### src/pkg/wasbc_pkg.sv
package wasbc_pkg;

    localparam int unsigned DATA_W      = 16;
    localparam int unsigned IDX_W       = 4;
    localparam int unsigned LIT10_W     = 10;
    localparam int unsigned LIT5_W      = 5;
    localparam logic [15:0] ZERO_WORD   = 16'h0000;
    localparam logic [3:0]  ZERO_IDX    = 4'h0;
    localparam logic [3:0]  MSB_IDX     = 4'hF;
    // skip cost in cycles: not taken, over one word, over two words
    localparam int unsigned SKIP_NONE_CYC = 1;
    localparam int unsigned SKIP_ONE_CYC  = 2;
    localparam int unsigned SKIP_TWO_CYC  = 3;
    localparam logic        FLAG_RST    = 1'b0;

    typedef enum logic [4:0] {
        OP_ADD        = 5'h00, OP_ADD_CARRY  = 5'h01, OP_AND        = 5'h02, OP_OR_INCL    = 5'h03,
        OP_XOR        = 5'h04, OP_INVERT     = 5'h05, OP_TWOS       = 5'h06, OP_SHIFT_L    = 5'h07,
        OP_SHIFT_LR   = 5'h08, OP_SHIFT_AR   = 5'h09, OP_ROT_L_C    = 5'h0A, OP_ROT_L      = 5'h0B,
        OP_ROT_R_C    = 5'h0C, OP_ROT_R      = 5'h0D, OP_BIT_CLR    = 5'h0E, OP_BIT_SET    = 5'h0F,
        OP_BIT_TGL    = 5'h10, OP_BIT_TEST   = 5'h11, OP_BIT_TSET   = 5'h12, OP_FIND_CHG   = 5'h13,
        OP_FIRST_MSB  = 5'h14, OP_FIRST_LSB  = 5'h15, OP_SKIP_CLR   = 5'h16, OP_SKIP_SET   = 5'h17,
        OP_CMP        = 5'h18, OP_CMP_ZERO   = 5'h19, OP_CMP_BRW    = 5'h1A, OP_SKIP_EQ    = 5'h1B,
        OP_SKIP_NE    = 5'h1C, OP_SKIP_GT    = 5'h1D, OP_SKIP_LT    = 5'h1E
    } wasbc_op_t;

    typedef enum logic [1:0] {
        FORM_FILE  = 2'h0,
        FORM_LIT10 = 2'h1,
        FORM_LIT5  = 2'h2,
        FORM_REG   = 2'h3
    } wasbc_form_t;

    typedef enum logic [1:0] {
        CNT_ONE = 2'h0,
        CNT_LIT = 2'h1,
        CNT_REG = 2'h2
    } wasbc_cnt_t;

    typedef enum logic [1:0] {
        SH_LEFT  = 2'h0,
        SH_LOGIC = 2'h1,
        SH_ARITH = 2'h2
    } wasbc_shmode_t;

    typedef enum logic [2:0] {
        ST_RUN    = 3'b001,
        ST_HOLD_A = 3'b010,
        ST_HOLD_B = 3'b100
    } wasbc_state_t;

    typedef struct packed {
        wasbc_op_t          op;
        wasbc_form_t        form;
        wasbc_cnt_t         cnt_sel;
        logic [15:0]        base;
        logic [15:0]        src;
        logic [15:0]        work;
        logic [9:0]         lit;
        logic [3:0]         bit_index_field;
        logic               to_work_reg;
        logic               zero_variant;
        logic               next_two_word;
    } wasbc_req_t;

    typedef struct packed {
        logic [15:0]        data;
        logic               write;
        logic               to_work_reg;
        logic               skip;
    } wasbc_res_t;

    typedef struct packed {
        logic               carry;
        logic               sticky_zero_flag;
        logic               negative;
        logic               overflow;
    } wasbc_flags_t;

endpackage : wasbc_pkg

### src/logic/wasbc_top.sv
// Overview of operation
// - file-form add sums file register and default work register in one cycle
// - add_with_carry_in adds base, second operand and the carry flag
// - file forms write default work register when selected, else the file register
// - twos_complement_invert gives inverse plus one; bitwise_invert gives inverse only
// - and, inclusive_or, xor over file, lit10, lit5 or register operand pairs
// - arith_shift_right shifts base by literal count, copying the sign bit
// - logical_shift_right shifts base by register count, filling zeros on top
// - rotate_left_via_carry moves carry to bit zero and msb to carry
// - rotate_right_plain moves bit zero to msb, carry untouched
// - shift_left by one, literal or register count, zeros enter low end
// - bit clear, set, toggle and test pick one bit by 4-bit index
// - test_then_set_bit copies bit to carry or its inverse to sticky zero, then sets it
// - find_bit_change_left reports first position differing from the msb
// - first_one_from_msb returns first set bit scanning down from msb
// - first_one_from_lsb returns first set bit scanning up from lsb
// - skip_if_bit_clear skips next instruction when indexed bit is zero
// - skip_if_bit_set skips next instruction when indexed bit is one
// - compare_to_zero updates flags only, no result written
// - compare_with_borrow is base minus source minus inverted carry, flags only
// - skip_if_equal skips on equal operands, skip_if_unequal on differing ones
// - skip_if_signed_greater skips when base is signed greater than second
// - skip_if_signed_less skips when base is signed less than second
// - skips cost one cycle untaken, two over one word, three over two
module wasbc_top (
    input  wire logic                    clk_sys_i,
    input  wire logic                    resetn_i,
    input  wire logic                    req_valid_i,
    input  wire wasbc_pkg::wasbc_req_t   req_i,
    output logic                         ready_o,
    output logic                         res_valid_o,
    output wasbc_pkg::wasbc_res_t        res_o,
    output wasbc_pkg::wasbc_flags_t      flags_o
);

    ////////////////////////////////////////////////////////////////////////
    // operand selection

    function automatic logic [15:0] pick_second(input wasbc_pkg::wasbc_req_t r);
        logic [15:0] v;
        v = r.src;
        unique case (r.form)
            wasbc_pkg::FORM_FILE:  v = r.work;
            wasbc_pkg::FORM_LIT10: v = {6'h00, r.lit};
            wasbc_pkg::FORM_LIT5:  v = {11'h000, r.lit[4:0]};
            wasbc_pkg::FORM_REG:   v = r.src;
        endcase
        return v;
    endfunction : pick_second

    function automatic logic [16:0] add17(input logic [15:0] a, input logic [15:0] b, input logic ci);
        return {1'b0, a} + {1'b0, b} + {16'h0000, ci};
    endfunction : add17

    function automatic logic is_skip_op(input wasbc_pkg::wasbc_op_t op);
        return op inside {wasbc_pkg::OP_SKIP_CLR, wasbc_pkg::OP_SKIP_SET, wasbc_pkg::OP_SKIP_EQ,
                          wasbc_pkg::OP_SKIP_NE, wasbc_pkg::OP_SKIP_GT, wasbc_pkg::OP_SKIP_LT};
    endfunction : is_skip_op

    wasbc_pkg::wasbc_state_t state_q;
    wasbc_pkg::wasbc_state_t state_d;
    wasbc_pkg::wasbc_req_t   req_q;
    wasbc_pkg::wasbc_res_t   res_q;
    wasbc_pkg::wasbc_res_t   res_d;
    wasbc_pkg::wasbc_flags_t flags_q;
    wasbc_pkg::wasbc_flags_t flags_d;
    logic                    res_valid_q;
    logic                    take;
    logic [15:0]             opa;
    logic [15:0]             opb;
    logic                    sel_bit;
    logic [15:0]             bit_mask;
    logic [3:0]              shift_cnt;
    wasbc_pkg::wasbc_shmode_t shift_mode;
    logic [15:0]             shifted;
    logic [3:0]              scan_msb;
    logic [3:0]              scan_lsb;
    logic [3:0]              scan_chg;
    logic                    scan_no_one;
    logic                    scan_no_chg;
    logic [16:0]             sum;
    logic [15:0]             addend;
    logic                    upd_nz;
    logic                    upd_ov;
    logic                    sticky;

    assign ready_o     = (state_q == wasbc_pkg::ST_RUN);
    assign take        = req_valid_i && ready_o;
    assign res_valid_o = res_valid_q;
    assign res_o       = res_q;
    assign flags_o     = flags_q;

    assign opa      = req_i.base;
    assign opb      = pick_second(req_i);
    assign bit_mask = 16'h0001 << req_i.bit_index_field;
    assign sel_bit  = opa[req_i.bit_index_field];

    ////////////////////////////////////////////////////////////////////////
    // shifter and scanner

    always_comb begin
        unique case (req_i.cnt_sel)
            wasbc_pkg::CNT_LIT: shift_cnt = req_i.lit[3:0];
            wasbc_pkg::CNT_REG: shift_cnt = req_i.src[3:0];
            default:            shift_cnt = 4'h1;
        endcase
        unique case (req_i.op)
            wasbc_pkg::OP_SHIFT_LR: shift_mode = wasbc_pkg::SH_LOGIC;
            wasbc_pkg::OP_SHIFT_AR: shift_mode = wasbc_pkg::SH_ARITH;
            default:                shift_mode = wasbc_pkg::SH_LEFT;
        endcase
    end

    wasbc_shift u_shift (
        .data_i  (opa),
        .count_i (shift_cnt),
        .mode_i  (shift_mode),
        .data_o  (shifted)
    );

    wasbc_scan u_scan (
        .data_i      (req_i.src),
        .first_msb_o (scan_msb),
        .first_lsb_o (scan_lsb),
        .change_o    (scan_chg),
        .no_one_o    (scan_no_one),
        .no_change_o (scan_no_chg)
    );

    ////////////////////////////////////////////////////////////////////////
    // execute

    always_comb begin
        res_d             = '0;
        res_d.data        = opa;
        res_d.write       = 1'b1;
        res_d.to_work_reg = (req_i.form == wasbc_pkg::FORM_FILE) && req_i.to_work_reg;
        flags_d           = flags_q;
        addend            = opb;
        sum               = add17(opa, opb, 1'b0);
        upd_nz            = 1'b1;
        upd_ov            = 1'b0;
        sticky            = 1'b0;
        unique case (req_i.op)
            // file add with default work register
            wasbc_pkg::OP_ADD: begin
                upd_ov = 1'b1;
            end
            wasbc_pkg::OP_ADD_CARRY: begin
                sum    = add17(opa, opb, flags_q.carry);
                upd_ov = 1'b1;
                sticky = 1'b1;
            end
            wasbc_pkg::OP_AND:     res_d.data = opa & opb;
            wasbc_pkg::OP_OR_INCL: res_d.data = opa | opb;
            wasbc_pkg::OP_XOR:     res_d.data = opa ^ opb;
            wasbc_pkg::OP_INVERT:  res_d.data = ~opa;
            wasbc_pkg::OP_TWOS: begin
                addend = ~opa;
                sum    = add17(~opa, wasbc_pkg::ZERO_WORD, 1'b1);
                upd_ov = 1'b1;
            end
            wasbc_pkg::OP_SHIFT_L, wasbc_pkg::OP_SHIFT_LR, wasbc_pkg::OP_SHIFT_AR: begin
                res_d.data = shifted;
                if (req_i.cnt_sel == wasbc_pkg::CNT_ONE) begin
                    flags_d.carry = (req_i.op == wasbc_pkg::OP_SHIFT_L) ? opa[15] : opa[0];
                end
            end
            wasbc_pkg::OP_ROT_L_C: begin
                res_d.data    = {opa[14:0], flags_q.carry};
                flags_d.carry = opa[15];
            end
            wasbc_pkg::OP_ROT_L:   res_d.data = {opa[14:0], opa[15]};
            wasbc_pkg::OP_ROT_R_C: begin
                res_d.data    = {flags_q.carry, opa[15:1]};
                flags_d.carry = opa[0];
            end
            wasbc_pkg::OP_ROT_R:   res_d.data = {opa[0], opa[15:1]};
            wasbc_pkg::OP_BIT_CLR: begin
                res_d.data = opa & ~bit_mask;
                upd_nz     = 1'b0;
            end
            wasbc_pkg::OP_BIT_SET: begin
                res_d.data = opa | bit_mask;
                upd_nz     = 1'b0;
            end
            wasbc_pkg::OP_BIT_TGL: begin
                res_d.data = opa ^ bit_mask;
                upd_nz     = 1'b0;
            end
            // test to carry or sticky zero, optional set
            wasbc_pkg::OP_BIT_TEST, wasbc_pkg::OP_BIT_TSET: begin
                upd_nz      = 1'b0;
                res_d.write = (req_i.op == wasbc_pkg::OP_BIT_TSET);
                res_d.data  = opa | bit_mask;
                if (req_i.zero_variant) begin
                    flags_d.sticky_zero_flag = ~sel_bit;
                end else begin
                    flags_d.carry = sel_bit;
                end
            end
            wasbc_pkg::OP_FIND_CHG: begin
                upd_nz        = 1'b0;
                res_d.data    = {12'h000, scan_chg};
                flags_d.carry = scan_no_chg;
            end
            wasbc_pkg::OP_FIRST_MSB: begin
                upd_nz        = 1'b0;
                res_d.data    = {12'h000, scan_msb};
                flags_d.carry = scan_no_one;
            end
            wasbc_pkg::OP_FIRST_LSB: begin
                upd_nz        = 1'b0;
                res_d.data    = {12'h000, scan_lsb};
                flags_d.carry = scan_no_one;
            end
            wasbc_pkg::OP_SKIP_CLR, wasbc_pkg::OP_SKIP_SET: begin
                upd_nz      = 1'b0;
                res_d.write = 1'b0;
                res_d.skip  = (req_i.op == wasbc_pkg::OP_SKIP_SET) ? sel_bit : ~sel_bit;
            end
            // flag-only compares, carry means no borrow
            wasbc_pkg::OP_CMP, wasbc_pkg::OP_CMP_ZERO, wasbc_pkg::OP_CMP_BRW: begin
                res_d.write = 1'b0;
                upd_ov      = 1'b1;
                addend      = (req_i.op == wasbc_pkg::OP_CMP_ZERO) ? ~wasbc_pkg::ZERO_WORD : ~opb;
                sticky      = (req_i.op == wasbc_pkg::OP_CMP_BRW);
                sum         = add17(opa, addend, sticky ? flags_q.carry : 1'b1);
            end
            wasbc_pkg::OP_SKIP_EQ, wasbc_pkg::OP_SKIP_NE, wasbc_pkg::OP_SKIP_GT, wasbc_pkg::OP_SKIP_LT: begin
                upd_nz      = 1'b0;
                res_d.write = 1'b0;
                unique case (req_i.op)
                    wasbc_pkg::OP_SKIP_EQ: res_d.skip = (opa == opb);
                    wasbc_pkg::OP_SKIP_NE: res_d.skip = (opa != opb);
                    wasbc_pkg::OP_SKIP_GT: res_d.skip = ($signed(opa) > $signed(opb));
                    default:               res_d.skip = ($signed(opa) < $signed(opb));
                endcase
            end
            default: begin
                upd_nz      = 1'b0;
                res_d.write = 1'b0;
            end
        endcase
        // arithmetic results drive carry and overflow
        if (upd_ov) begin
            res_d.data       = sum[15:0];
            flags_d.carry    = sum[16];
            // negation overflows only on the most negative word, which maps onto itself
            flags_d.overflow = (req_i.op == wasbc_pkg::OP_TWOS) ? (opa[15] && sum[15])
                                                                : ((opa[15] == addend[15]) && (sum[15] != opa[15]));
        end
        // zero is sticky for carry-chained operations
        if (upd_nz) begin
            flags_d.negative         = res_d.data[15];
            flags_d.sticky_zero_flag = sticky ? (flags_q.sticky_zero_flag && (res_d.data == wasbc_pkg::ZERO_WORD))
                                              : (res_d.data == wasbc_pkg::ZERO_WORD);
        end
        if (!res_d.write) begin
            res_d.to_work_reg = 1'b0;
        end
    end

    ////////////////////////////////////////////////////////////////////////
    // registers

    always_ff @(posedge clk_sys_i or negedge resetn_i) begin
        if (!resetn_i) begin
            res_q       <= '0;
            res_valid_q <= 1'b0;
            req_q       <= '0;
        end else begin
            res_valid_q <= take;
            if (take) begin
                res_q <= res_d;
                req_q <= req_i;
            end
        end
    end

    always_ff @(posedge clk_sys_i or negedge resetn_i) begin
        if (!resetn_i) begin
            flags_q <= {4{wasbc_pkg::FLAG_RST}};
        end else if (take) begin
            flags_q <= flags_d;
        end
    end

    // skip stalls one cycle per skipped word
    always_comb begin
        state_d = state_q;
        unique case (state_q)
            wasbc_pkg::ST_RUN: begin
                if (take && is_skip_op(req_i.op) && res_d.skip) begin
                    state_d = wasbc_pkg::ST_HOLD_A;
                end
            end
            wasbc_pkg::ST_HOLD_A: state_d = req_q.next_two_word ? wasbc_pkg::ST_HOLD_B : wasbc_pkg::ST_RUN;
            wasbc_pkg::ST_HOLD_B: state_d = wasbc_pkg::ST_RUN;
            default:              state_d = wasbc_pkg::ST_RUN;
        endcase
    end

    always_ff @(posedge clk_sys_i or negedge resetn_i) begin
        if (!resetn_i) begin
            state_q <= wasbc_pkg::ST_RUN;
        end else begin
            state_q <= state_d;
        end
    end
endmodule : wasbc_top

### src/logic/wasbc_shift.sv
module wasbc_shift (
    input  wire logic [15:0]           data_i,
    input  wire logic [3:0]            count_i,
    input  wire wasbc_pkg::wasbc_shmode_t mode_i,
    output logic      [15:0]           data_o
);

    logic signed [15:0] sdata;

    assign sdata = data_i;

    always_comb begin
        unique case (mode_i)
            wasbc_pkg::SH_LEFT:  data_o = data_i << count_i;
            wasbc_pkg::SH_LOGIC: data_o = data_i >> count_i;
            wasbc_pkg::SH_ARITH: data_o = 16'(sdata >>> count_i);
            default:             data_o = data_i;
        endcase
    end

endmodule : wasbc_shift

### src/logic/wasbc_scan.sv
module wasbc_scan (
    input  wire logic [15:0] data_i,
    output logic      [3:0]  first_msb_o,
    output logic      [3:0]  first_lsb_o,
    output logic      [3:0]  change_o,
    output logic             no_one_o,
    output logic             no_change_o
);

    // priority is set by loop order: the last hit written wins
    always_comb begin
        first_msb_o = wasbc_pkg::ZERO_IDX;
        first_lsb_o = wasbc_pkg::ZERO_IDX;
        change_o    = wasbc_pkg::ZERO_IDX;
        no_one_o    = (data_i == wasbc_pkg::ZERO_WORD);
        no_change_o = 1'b1;
        for (int i = 0; i < 16; i++) begin
            if (data_i[i]) begin
                first_msb_o = 4'(i);
            end
        end
        for (int i = 15; i >= 0; i--) begin
            if (data_i[i]) begin
                first_lsb_o = 4'(i);
            end
        end
        for (int i = 0; i < 15; i++) begin
            if (data_i[i] != data_i[15]) begin
                change_o    = 4'(i);
                no_change_o = 1'b0;
            end
        end
    end

endmodule : wasbc_scan

### config.mk
export PLATFORM = sky130hd
export DESIGN_NAME = wasbc_top
export DESIGN_NICKNAME = d
export VERILOG_FILES = /design/src/pkg/wasbc_pkg.sv /design/src/logic/wasbc_top.sv /design/src/logic/wasbc_shift.sv /design/src/logic/wasbc_scan.sv
export SDC_FILE = /design/constraint.sdc
export NUM_CORES = 1
export LEC_CHECK = 0
export ABC_AREA = 0
export BUFFER_PORTS_ARGS = -buffer_cell sky130_fd_sc_hd__buf_2
export CAP_MARGIN = 25
export CORE_ASPECT_RATIO = 0.5
export CORE_UTILIZATION = 25
export CTS_BUF_LIST = sky130_fd_sc_hd__clkbuf_2 sky130_fd_sc_hd__clkbuf_4 sky130_fd_sc_hd__clkbuf_8
export CTS_CLUSTER_SIZE = 28
export DETAILED_ROUTE_END_ITERATION = 8
export SYNTH_ARGS = -nofsm -noshare
export SYNTH_HDL_FRONTEND = slang
export SYNTH_SLANG_ARGS = --single-unit
### constraint.sdc
create_clock -name clk_sys_i -period 5 [get_ports clk_sys_i]
set_input_delay 0.5 -clock clk_sys_i [delete_from_list [all_inputs] [get_ports clk_sys_i]]
set_output_delay 0.5 -clock clk_sys_i [all_outputs]
set_load 0.01 [all_outputs]
# Word-level counts from Yosys, hierarchy flattened
# Cells that the tools add are included.
dict set report totals {
  regBits 28
  input_bits 77
  output_inout_bits 25
  wordCells 218
}
dict set report classes {
  add_sub_neg 5
  n_lt_le_gt_ge 3
  n_eq_ne 61
  shifts 4
  mux 93
  bitwise 10
  n_reduce_logical 31
}
# cell count
set ops {}
lappend ops {{16-bit case mux with 15 select lines} 1}
lappend ops {{4-bit two-way mux} 31}
lappend ops {{5-bit equality test (second input constant)} 15}
lappend ops {{16-bit case mux with 4 select lines} 1}
lappend ops {{17-bit case mux with 3 select lines} 1}
lappend ops {{16-bit inverter} 3}
lappend ops {{16-bit case mux with 3 select lines} 1}
lappend ops {{5-bit by 4-bit equality test with 1-bit output (second input constant)} 8}
lappend ops {{16-bit by 16-bit adder with 17-bit output} 2}
lappend ops {{17-bit by 1-bit adder with 17-bit output} 2}
lappend ops {{16-bit AND} 2}
lappend ops {{16-bit logical NOT} 2}
lappend ops {{16-bit two-way mux} 2}
lappend ops {{16-bit OR} 2}
lappend ops {{16-bit case mux with 2 select lines} 1}
lappend ops {{16-bit XOR} 2}
lappend ops {{1-bit two-way mux} 31}
lappend ops {{3-bit two-way mux} 10}
lappend ops {{5-bit by 3-bit equality test with 1-bit output (second input constant)} 4}
lappend ops {{20-bit OR reduction} 1}
lappend ops {{16-bit by 1-bit adder with 17-bit output (second input constant)} 1}
lappend ops {{17-bit OR reduction} 1}
lappend ops {{16-bit equality test} 1}
lappend ops {{16-bit > comparator} 1}
lappend ops {{other kinds (39)} 81}

# Depth between registers and ports, before layout
# Gate-level depths: netlist (run 1).
dict set report logic_depth {
  ltp_word 22
  mapped_depth 24
  depth_no_buf 20
}

# Modules after synthesis
# From an unflattened synthesis (run 1), not the netlist that was laid out.
dict set report hier_totals {
  hier_cells 1364
  area_unflattened_um2 9843.2
}
# mod n_inst cells_each area_each_um2 seq_area_each_um2
set by_module_without_submodules {}
lappend by_module_without_submodules {wasbc_top 1 1041 7474.7 701.9}
lappend by_module_without_submodules {wasbc_shift 1 227 1820.5 0.0}
lappend by_module_without_submodules {wasbc_scan 1 96 548.0 0.0}

# Worst setup path before layout (run 1)
# Ideal clock, no wire load.
dict set report synth_path {
  path_kind {input port to flip-flop}
  start {input port req_i[67] (netlist bit)}
  end {register flags_q, in the netlist flags_o[2]}
  setup_time_ns 0.120
  arrival_time_ns 4.663
  required_time_ns 4.880
  slack_ns 0.217
  cell_stages 18
  n_path_buf 2
  cell_sequence {buf_2 -> buf_4 -> mux2i_1 -> mux2i_1 -> ha_1 -> inv_1 -> fa_1 -> nand2b_1 -> a21oi_1 -> mux2_2 -> or4_4 -> or3_4 -> xnor2_2 -> o211ai_1 -> nor4b_2 -> and4b_1 -> and4b_1 -> a41o_1}
}
dict set report synth_between {
  elab_chain_cells 12
  elab_cells_between_ends 21
  classes_between {add/sub: 4; eq/ne: 3; mux: 7; bitwise: 4; reduce/logical: 3}
}
# element line
set synth_rtl {}
lappend synth_rtl {{start, declared} wasbc_top.sv:29} ;# input wire wasbc_pkg::wasbc_req_t req_i,
lappend synth_rtl {{2-bit equality test (tied with other cells)} wasbc_top.sv:42} ;# unique case (r.form)
lappend synth_rtl {{16-bit case mux with 4 select lines (*)} wasbc_top.sv:42}
lappend synth_rtl {{16-bit inverter} wasbc_top.sv:226} ;# addend = (req_i.op == wasbc_pkg::OP_CMP_ZERO) ? ~wasbc_pkg::ZERO_WORD : ~opb;
lappend synth_rtl {{16-bit two-way mux} wasbc_top.sv:226}
lappend synth_rtl {{16-bit by 16-bit adder with 17-bit output} wasbc_top.sv:52} ;# return {1'b0, a} + {1'b0, b} + {16'h0000, ci};
lappend synth_rtl {{17-bit by 1-bit adder with 17-bit output} wasbc_top.sv:52}
lappend synth_rtl {{17-bit case mux with 3 select lines} wasbc_top.sv:144} ;# unique case (req_i.op)
lappend synth_rtl {{16-bit two-way mux (*)} wasbc_top.sv:246} ;# if (upd_ov) begin
lappend synth_rtl {{16-bit logical NOT (*)} {wasbc_top.sv:256, wasbc_top.sv:257}}
lappend synth_rtl {{1-bit logical AND} wasbc_top.sv:256} ;# flags_d.sticky_zero_flag = sticky ? (flags_q.sticky_zero_flag && (res_d.data == wasbc_pkg::ZERO_WORD))
lappend synth_rtl {{1-bit two-way mux (*)} wasbc_top.sv:256}
lappend synth_rtl {{2-bit two-way mux (*)} wasbc_top.sv:254} ;# if (upd_nz) begin
lappend synth_rtl {{end signal, assigned} wasbc_top.sv:283} ;# flags_q <= {4{wasbc_pkg::FLAG_RST}};
lappend synth_rtl {{end signal, assigned} wasbc_top.sv:285} ;# flags_q <= flags_d;
lappend synth_rtl {{end, declared} wasbc_top.sv:65} ;# wasbc_pkg::wasbc_flags_t flags_q;
# Mark *: on every way between the ends. The rest lies on a longest branch, timed or not.
# A chain may end at the register's enable or synchronous reset.

# Worst setup path after layout (run 1)
# Same ends and word-level chain as after synthesis.

==> out/metrics.cfg, run 1 <==
[floorplanning]
fp.dieArea_sq_mm=0.03990
fp.coreArea_sq_mm=0.03791
initial_core_util=0.2576
pin_count=102
die_y_um=141.7
rows=50
die_w_um=281.5

[setup_path]
path_max_fanout=11
r2r_start=flags_o[3]
worst_setup_path_end_kind=flop
r2r_setup_slack_ns=0.59
crit_required_ns=5.21
r2r_end=flags_o[0]
critPathKind=input port to flop
start_kind=input port
rr_worst_depth=17
cp.arrival_ns=4.94

[timing]
finalCriticalPeriod_ns=4.736
slew_headroom=0.3348
timing.fmax_mhz=211.1
final-hold-violation-count=0
holdWs_ns=0.2391
post-route-period-util=0.9473
rsz0062_at_grt=false
tightest_slew_ns=0.9978
setup_viol=0
drv_slew=0
worst_clock_skew_ns=0.002510
fin_tns_setup_ns=0

[cells_and_area]
syn2layout_area_growth_pct=15.21
final_common_cell=nand2_1
layout_common_cells=151 x nand2_1, 115 x nor2_1, 110 x a21oi_1, 107 x buf_4, 104 x o21ai_0
fillers=4232
nets=1656
drive_gt1_frac=0.1894

[global_route]
grt_max_degree=34
grt_pass1_wl_mm=73.60
grt_remaining_overflow=0
track_usage=0.2430
first_global_vias=11450
antenna_found_initial=6

[clock_network]
post_cts_buffers=0
cts_buffers=3
ctsHoldBuffers=0
root_buffer=clkbuf_8
cts_resized=0
cts_max_path_buffers=2
clkLatencyLatePin_ns=0.27
cts.reportedPaths.clkPinSlew_ns=0.09
cts-htree-levels=1
cts_tree=done
numClockSinks=28

[synth]
synthAdderAreaFrac=0.08303
synth_edf_count=0
synthMuxAreaShare=0.06279
synth_compound_area_frac=0.3920
ys_seq_area_frac=0.07189
synth_xor_area_frac=0.04549
synthFlopType=dfrtp_1
synth_seq_cells=28
synthSimpleGateAreaFrac=0.2700
async_flop_share=1.000
ys_types=111
synthesis.area_sq_mm=0.009764
syn_nets=1561
synth_top_family_by_area=compound AO/OA/AOI/OAI gates
yosys_warnings=0
syn_inst=1421
avgSynthCellArea_sq_um=6.871

[route]
drt_iter0_markers=1873
vias=12700
dr.pass1.iters=6
antenna_left=0
drt-total-wl_mm=50.06
drc=0
via_per_inst=6.235
wl_per_cell_um=24.57

[power_and_ir_drop]
p_leak_nw=4.404
vdd_drop_max_uv=94.45
power.density_mw_per_mm2=169.7
power.total_mw=1.909

[placed_design]
port_buffers=101
place_hpwl_mm=39.32
finalWeightedCongestion=1.083

[job]
cap_violations=0

[min_path]
hold_path_class=input port to asynchronous set/reset pin

[outcome]
outcome=finished clean

==> cell usage after synthesis (all sizes together) (19+ instances only) <==
cell / instances / area share
a31oi: 29 / 0.020
a22oi: 31 / 0.024
clkbuf: 79 / 0.030
a21oi: 116 / 0.063
buf: 39 / 0.025
o22ai: 26 / 0.017
ha: 60 / 0.077
o21ai: 107 / 0.055
xor2: 24 / 0.022
nand3: 46 / 0.024
dfrtp: 27 / 0.069
nor3: 53 / 0.028
nor2: 119 / 0.048
a211oi: 19 / 0.015
xnor2: 25 / 0.023
o221ai: 22 / 0.020
nand2: 154 / 0.060
nand2b: 19 / 0.012
o211ai: 34 / 0.026
a221oi: 19 / 0.020
inv: 49 / 0.019
mux2i: 32 / 0.033
==> final cells by class <==
type                       instances  area, sq um  area share
multi-input combinational       1224         8337      0.7411
timing repair buffer             208         1309      0.1163
sequential                        28        701.9     0.06240
tap                              520        650.6     0.05784
inverter                          51        191.4     0.01702
clock buffer                       4        55.05    0.004894
antenna                            2        5.005   0.0004449
==> stage by stage <==
stage / worst slack [ns] / cell area (sq um) / std cells / util
2_1_floorplan: 0.2170 / 9764 / 1421 / -
3_3_place_gp: 0.1817 / 11180 / 2030 / 0.2950
3_5_place_dp: 0.1172 / 11190 / 2031 / 0.2951
4_1_cts: 0.3789 / 11240 / 2035 / 0.2966
5_1_grt: 0.08885 / 11240 / 2035 / 0.2966
6_report: 0.2637 / 11250 / 2037 / 0.2967
==> per-layer routing <==
metal / wire [um] / vias up / share of wire / global-route usage
li1: - / 5645 / - / -
met1: 19900 / 5949 / 0.40 / 0.3135
met2: 20420 / 889 / 0.41 / 0.3561
met3: 6488 / 211 / 0.13 / 0.07953
met4: 3208 / 6 / 0.064 / 0.1327
met5: 46 / - / 0.00092 / 0
==> logic make-up after synthesis <==
kind of cell	Yosys count
AO/OA/AOI/OAI	544
XOR/XNOR	49
adder cells (fa/ha/maj)	63
buffers and inverters	169
flip-flops	28
multiplexers	49
AND/OR/NAND/NOR	519
==> flip-flops by register name, summed over array words and instances, names as in the netlist <==
signal / cells
res_o: 19
flags_o: 4
state_q: 3
req_q: 1
res_valid_o: 1
==> power breakdown <==
part	switching [mW]	internal, mW	total [mW]
clock network	0.0657	0.0704	0.136
logic	0.946	0.538	1.48
registers	0.0277	0.261	0.288
total	1.04	0.869	1.91
==> worst max-delay path by stage <==
stage | startpoint | to | slack (ns)
global placement | req_i[67] | flags_o[2] | 0.18
detailed placement | req_i[67] | flags_o[2] | 0.12
CTS | req_i[67] | flags_o[2] | 0.38
floorplan | req_i[67] | flags_o[2] | 0.22
finish | req_i[67] | flags_o[2] | 0.26
global route | req_i[67] | flags_o[2] | 0.09
==> worst max-delay path, cell delays in order <==
cell      delay [ns]
buf_2           0.25
mux2i_1         0.11
mux2i_1         0.52
inv_1           0.16
fa_1            0.46
nand2b_1        0.21
a21oi_1         0.23
mux2_2          0.38
or4_4           0.46
or3_4           0.43
xnor2_2         0.16
o211ai_1        0.14
nor4b_2         0.32
and4b_1         0.22
and4b_1         0.20
a41o_1          0.17
Note: power is estimated with default switching activity, not from simulation.
==> run 2, diff against run 1 <==
- clock period: 5 -> 4 ns (I/O delays scaled with it)
==> run 2 against run 1 <==
Effect of this change: hold slack got worse by 0.12 ns; count of clock-buffer cells in the layout decreased by 1; setup slack got worse by 0.48 ns; design area increased by 21%; largest power group unchanged; the flow now finishes with violations (negative setup slack); sequential share of layout area decreased by 1.1 points; flip-flop and latch count unchanged; combinational power increased by 59%; largest cell class unchanged; critical endpoint is now flags_o[0]; cell count increased by 13%.
==> out/metrics.cfg, run 2 (synthesis results as in run 1) <==
[setup_path]
max_stage_delay_ns=0.51  ; about the same
cpMostUsedCell=nand2_1
path_max_fanout=3  ; -8
critPathKind=flop to flop
worst_setup_path_end_kind=flop
critical_path.slowest_cell=dfrtp_2
cp_top_family=compound AO/OA/AOI/OAI gates
start_kind=flop
r2r_start=flags_o[3]
crit_path_start=flags_o[3]
crit_chain=or3_4 -> fa_2 -> buf_6 -> a211oi_4 -> o21ai_2 -> a31o_4 -> a21o_1 -> a211o_1 -> o31ai_2 -> xnor2_1 -> a221oi_2 -> nand2_1 -> nand2_1 -> a22oi_1 -> ha_1 -> and3_4 -> a21oi_2 -> o21ai_1
cp.arrival_ns=4.39  ; -0.55 ns
worst-path-buf-inv=1  ; -1
crit_required_ns=4.17  ; -1.04 ns

[cells_and_area]
drive_gt1_frac=0.3391  ; +0.1497
design_area_sq_mm=0.01363  ; +21%
syn2layout_area_growth_pct=39.58
final_cells=2309  ; +13%
largest_reg_flops=19  ; unchanged
nets=1928  ; +16%
final_common_cell=buf_4
layout_common_cells=374 x buf_4, 150 x nand2_1, 114 x nor2_1, 102 x a21oi_1

[floorplanning]
fp.dieArea_sq_mm=0.03990  ; unchanged
pin_count=102  ; unchanged
die_w_um=281.5  ; unchanged
die_y_um=141.7  ; unchanged
fp.coreArea_sq_mm=0.03791  ; unchanged
rows=50  ; unchanged
initial_core_util=0.2576  ; unchanged

[route]
drc=0  ; unchanged
wl_per_cell_um=24.20  ; -1.5%
drt_iter0_markers=1949  ; +4.1%
via_per_inst=5.941  ; -4.7%
vias=13720  ; +8.0%
drt-total-wl_mm=55.88  ; +12%
antenna_left=0  ; unchanged
dr.pass1.iters=6  ; unchanged

[global_route]
antenna_found_initial=3  ; -3
grt_pass1_wl_mm=81.22  ; +10%
track_usage=0.2702  ; +0.02719
first_global_vias=12630  ; +10%
grt_remaining_overflow=0  ; unchanged
grt_max_degree=34  ; unchanged

[power_and_ir_drop]
vdd_drop_max_uv=114.7  ; +21%
p_leak_nw=5.788  ; +31%
power.density_mw_per_mm2=215.9  ; +27%
power.total_mw=2.943  ; +54%

[clock_network]
clkLatencyLatePin_ns=0.28  ; about the same
cts_buffers=3  ; unchanged
cts.reportedPaths.clkPinSlew_ns=0.10  ; about the same
cts_tree=done
numClockSinks=28  ; unchanged
root_buffer=clkbuf_8
cts-htree-levels=1  ; unchanged
cts_max_path_buffers=2  ; unchanged

[timing]
slew_headroom=0.3231  ; -0.01167
setup_viol=3  ; +3
finalCriticalPeriod_ns=4.220
post-route-period-util=1.055
worst_clock_skew_ns=0.01063  ; +0.008117 ns
worst_slack_ns=-0.2196  ; -0.4833 ns
final-hold-violation-count=0  ; unchanged
tightest_slew_ns=1.012  ; +0.01377 ns
drv_slew=0  ; unchanged
rsz0062_at_grt=true
fin_tns_setup_ns=-0.3538  ; -0.3538 ns
timing.fmax_mhz=237.0

[placed_design]
place_hpwl_mm=45.44  ; +16%
port_buffers=101  ; unchanged
place_inst=2294  ; +13%
placed_area_sq_mm=0.01327  ; +19%
finalWeightedCongestion=1.057  ; -2.4%
dp_slack_ns=-0.5124  ; -0.6297 ns

[outcome]
outcome=finished with violations
violations=negative setup slack

[min_path]
hold_path_class=input port to asynchronous set/reset pin

[job]
cap_violations=0  ; unchanged

run 2: cell types whose count changed in the layout (fill, tap and decap cells not counted), sizes merged:
cell and delta:
buf +271, bufinv +1
run 2: routing by layer:
layer,GRT usage,vias up,share of wire
met5,0,-,0
met2,0.3921,897,0.41
met3,0.07196,99,0.12
li1,-,6187,-
met4,0.08810,0,0.032
met1,0.3823,6534,0.43
run 2: timing repair:
item | in CTS | in global routing
hold buffers | 0 | 0
gates resized for setup | 21 | 30
buffers inserted | 2 | 8
pin swaps | 13 | 29
endpoints found under the setup margin | 10 | 10
run 2: area by class of cell:
| type | instances | area [sq um] |
|---|---|---|
| clock buffers | 3 | 41.29 |
| repair buffers | 480 | 3422 |
| flip-flops and latches | 28 | 703.2 |
| well taps | 520 | 650.6 |
| diodes | 2 | 5.005 |
| inverters | 51 | 191.4 |
| multi-input cells | 1224 | 8586 |
| clock inverters | 1 | 30.03 |
| fillers | 4121 | 24280 |
run 2: path summary, 6_finish.rpt:
check | endpoint | slack [ns] | cells past startpoint
max | flags_o[0] | -0.22 | 18
min | state_q[2] | 0.12 | 1
max reg2reg | flags_o[0] | -0.22 | 18
min reg2reg | state_q[2] | 0.46 | 1
max in group asynchronous | flags_o[3] | 3.43 | 1
min in group clk_sys_i | req_q[0] | 0.31 | 3
run 2: stage by stage:
step	hold slack, ns	util
finish	0.1200	0.3595
global route	0.1474	0.3595
CTS	0.1286	0.3545
detailed placement	0.4414	0.3501
global placement	0.4428	0.3501
floorplan	0.1044	-
run 2: worst reg2reg max path, delay by kind of cell, from the launching register on:
kind / cells / cell delay [ns]
XOR/XNOR: 1 / 0.12
AND/OR/NAND/NOR: 4 / 0.75
adder cells (fa/ha/maj): 2 / 0.71
buffers and inverters: 1 / 0.14
AO/OA/AOI/OAI: 10 / 1.90
flip-flops: 1 / 0.51
run 2: report_power, final:
| group | switching [mW] | leakage (nW) | internal (mW) |
|---|---|---|---|
| Combinational | 1.34 | 5.41 | 1.01 |
| Sequential | 0.0411 | 0.344 | 0.327 |
| Clock | 0.0919 | 0.0357 | 0.134 |
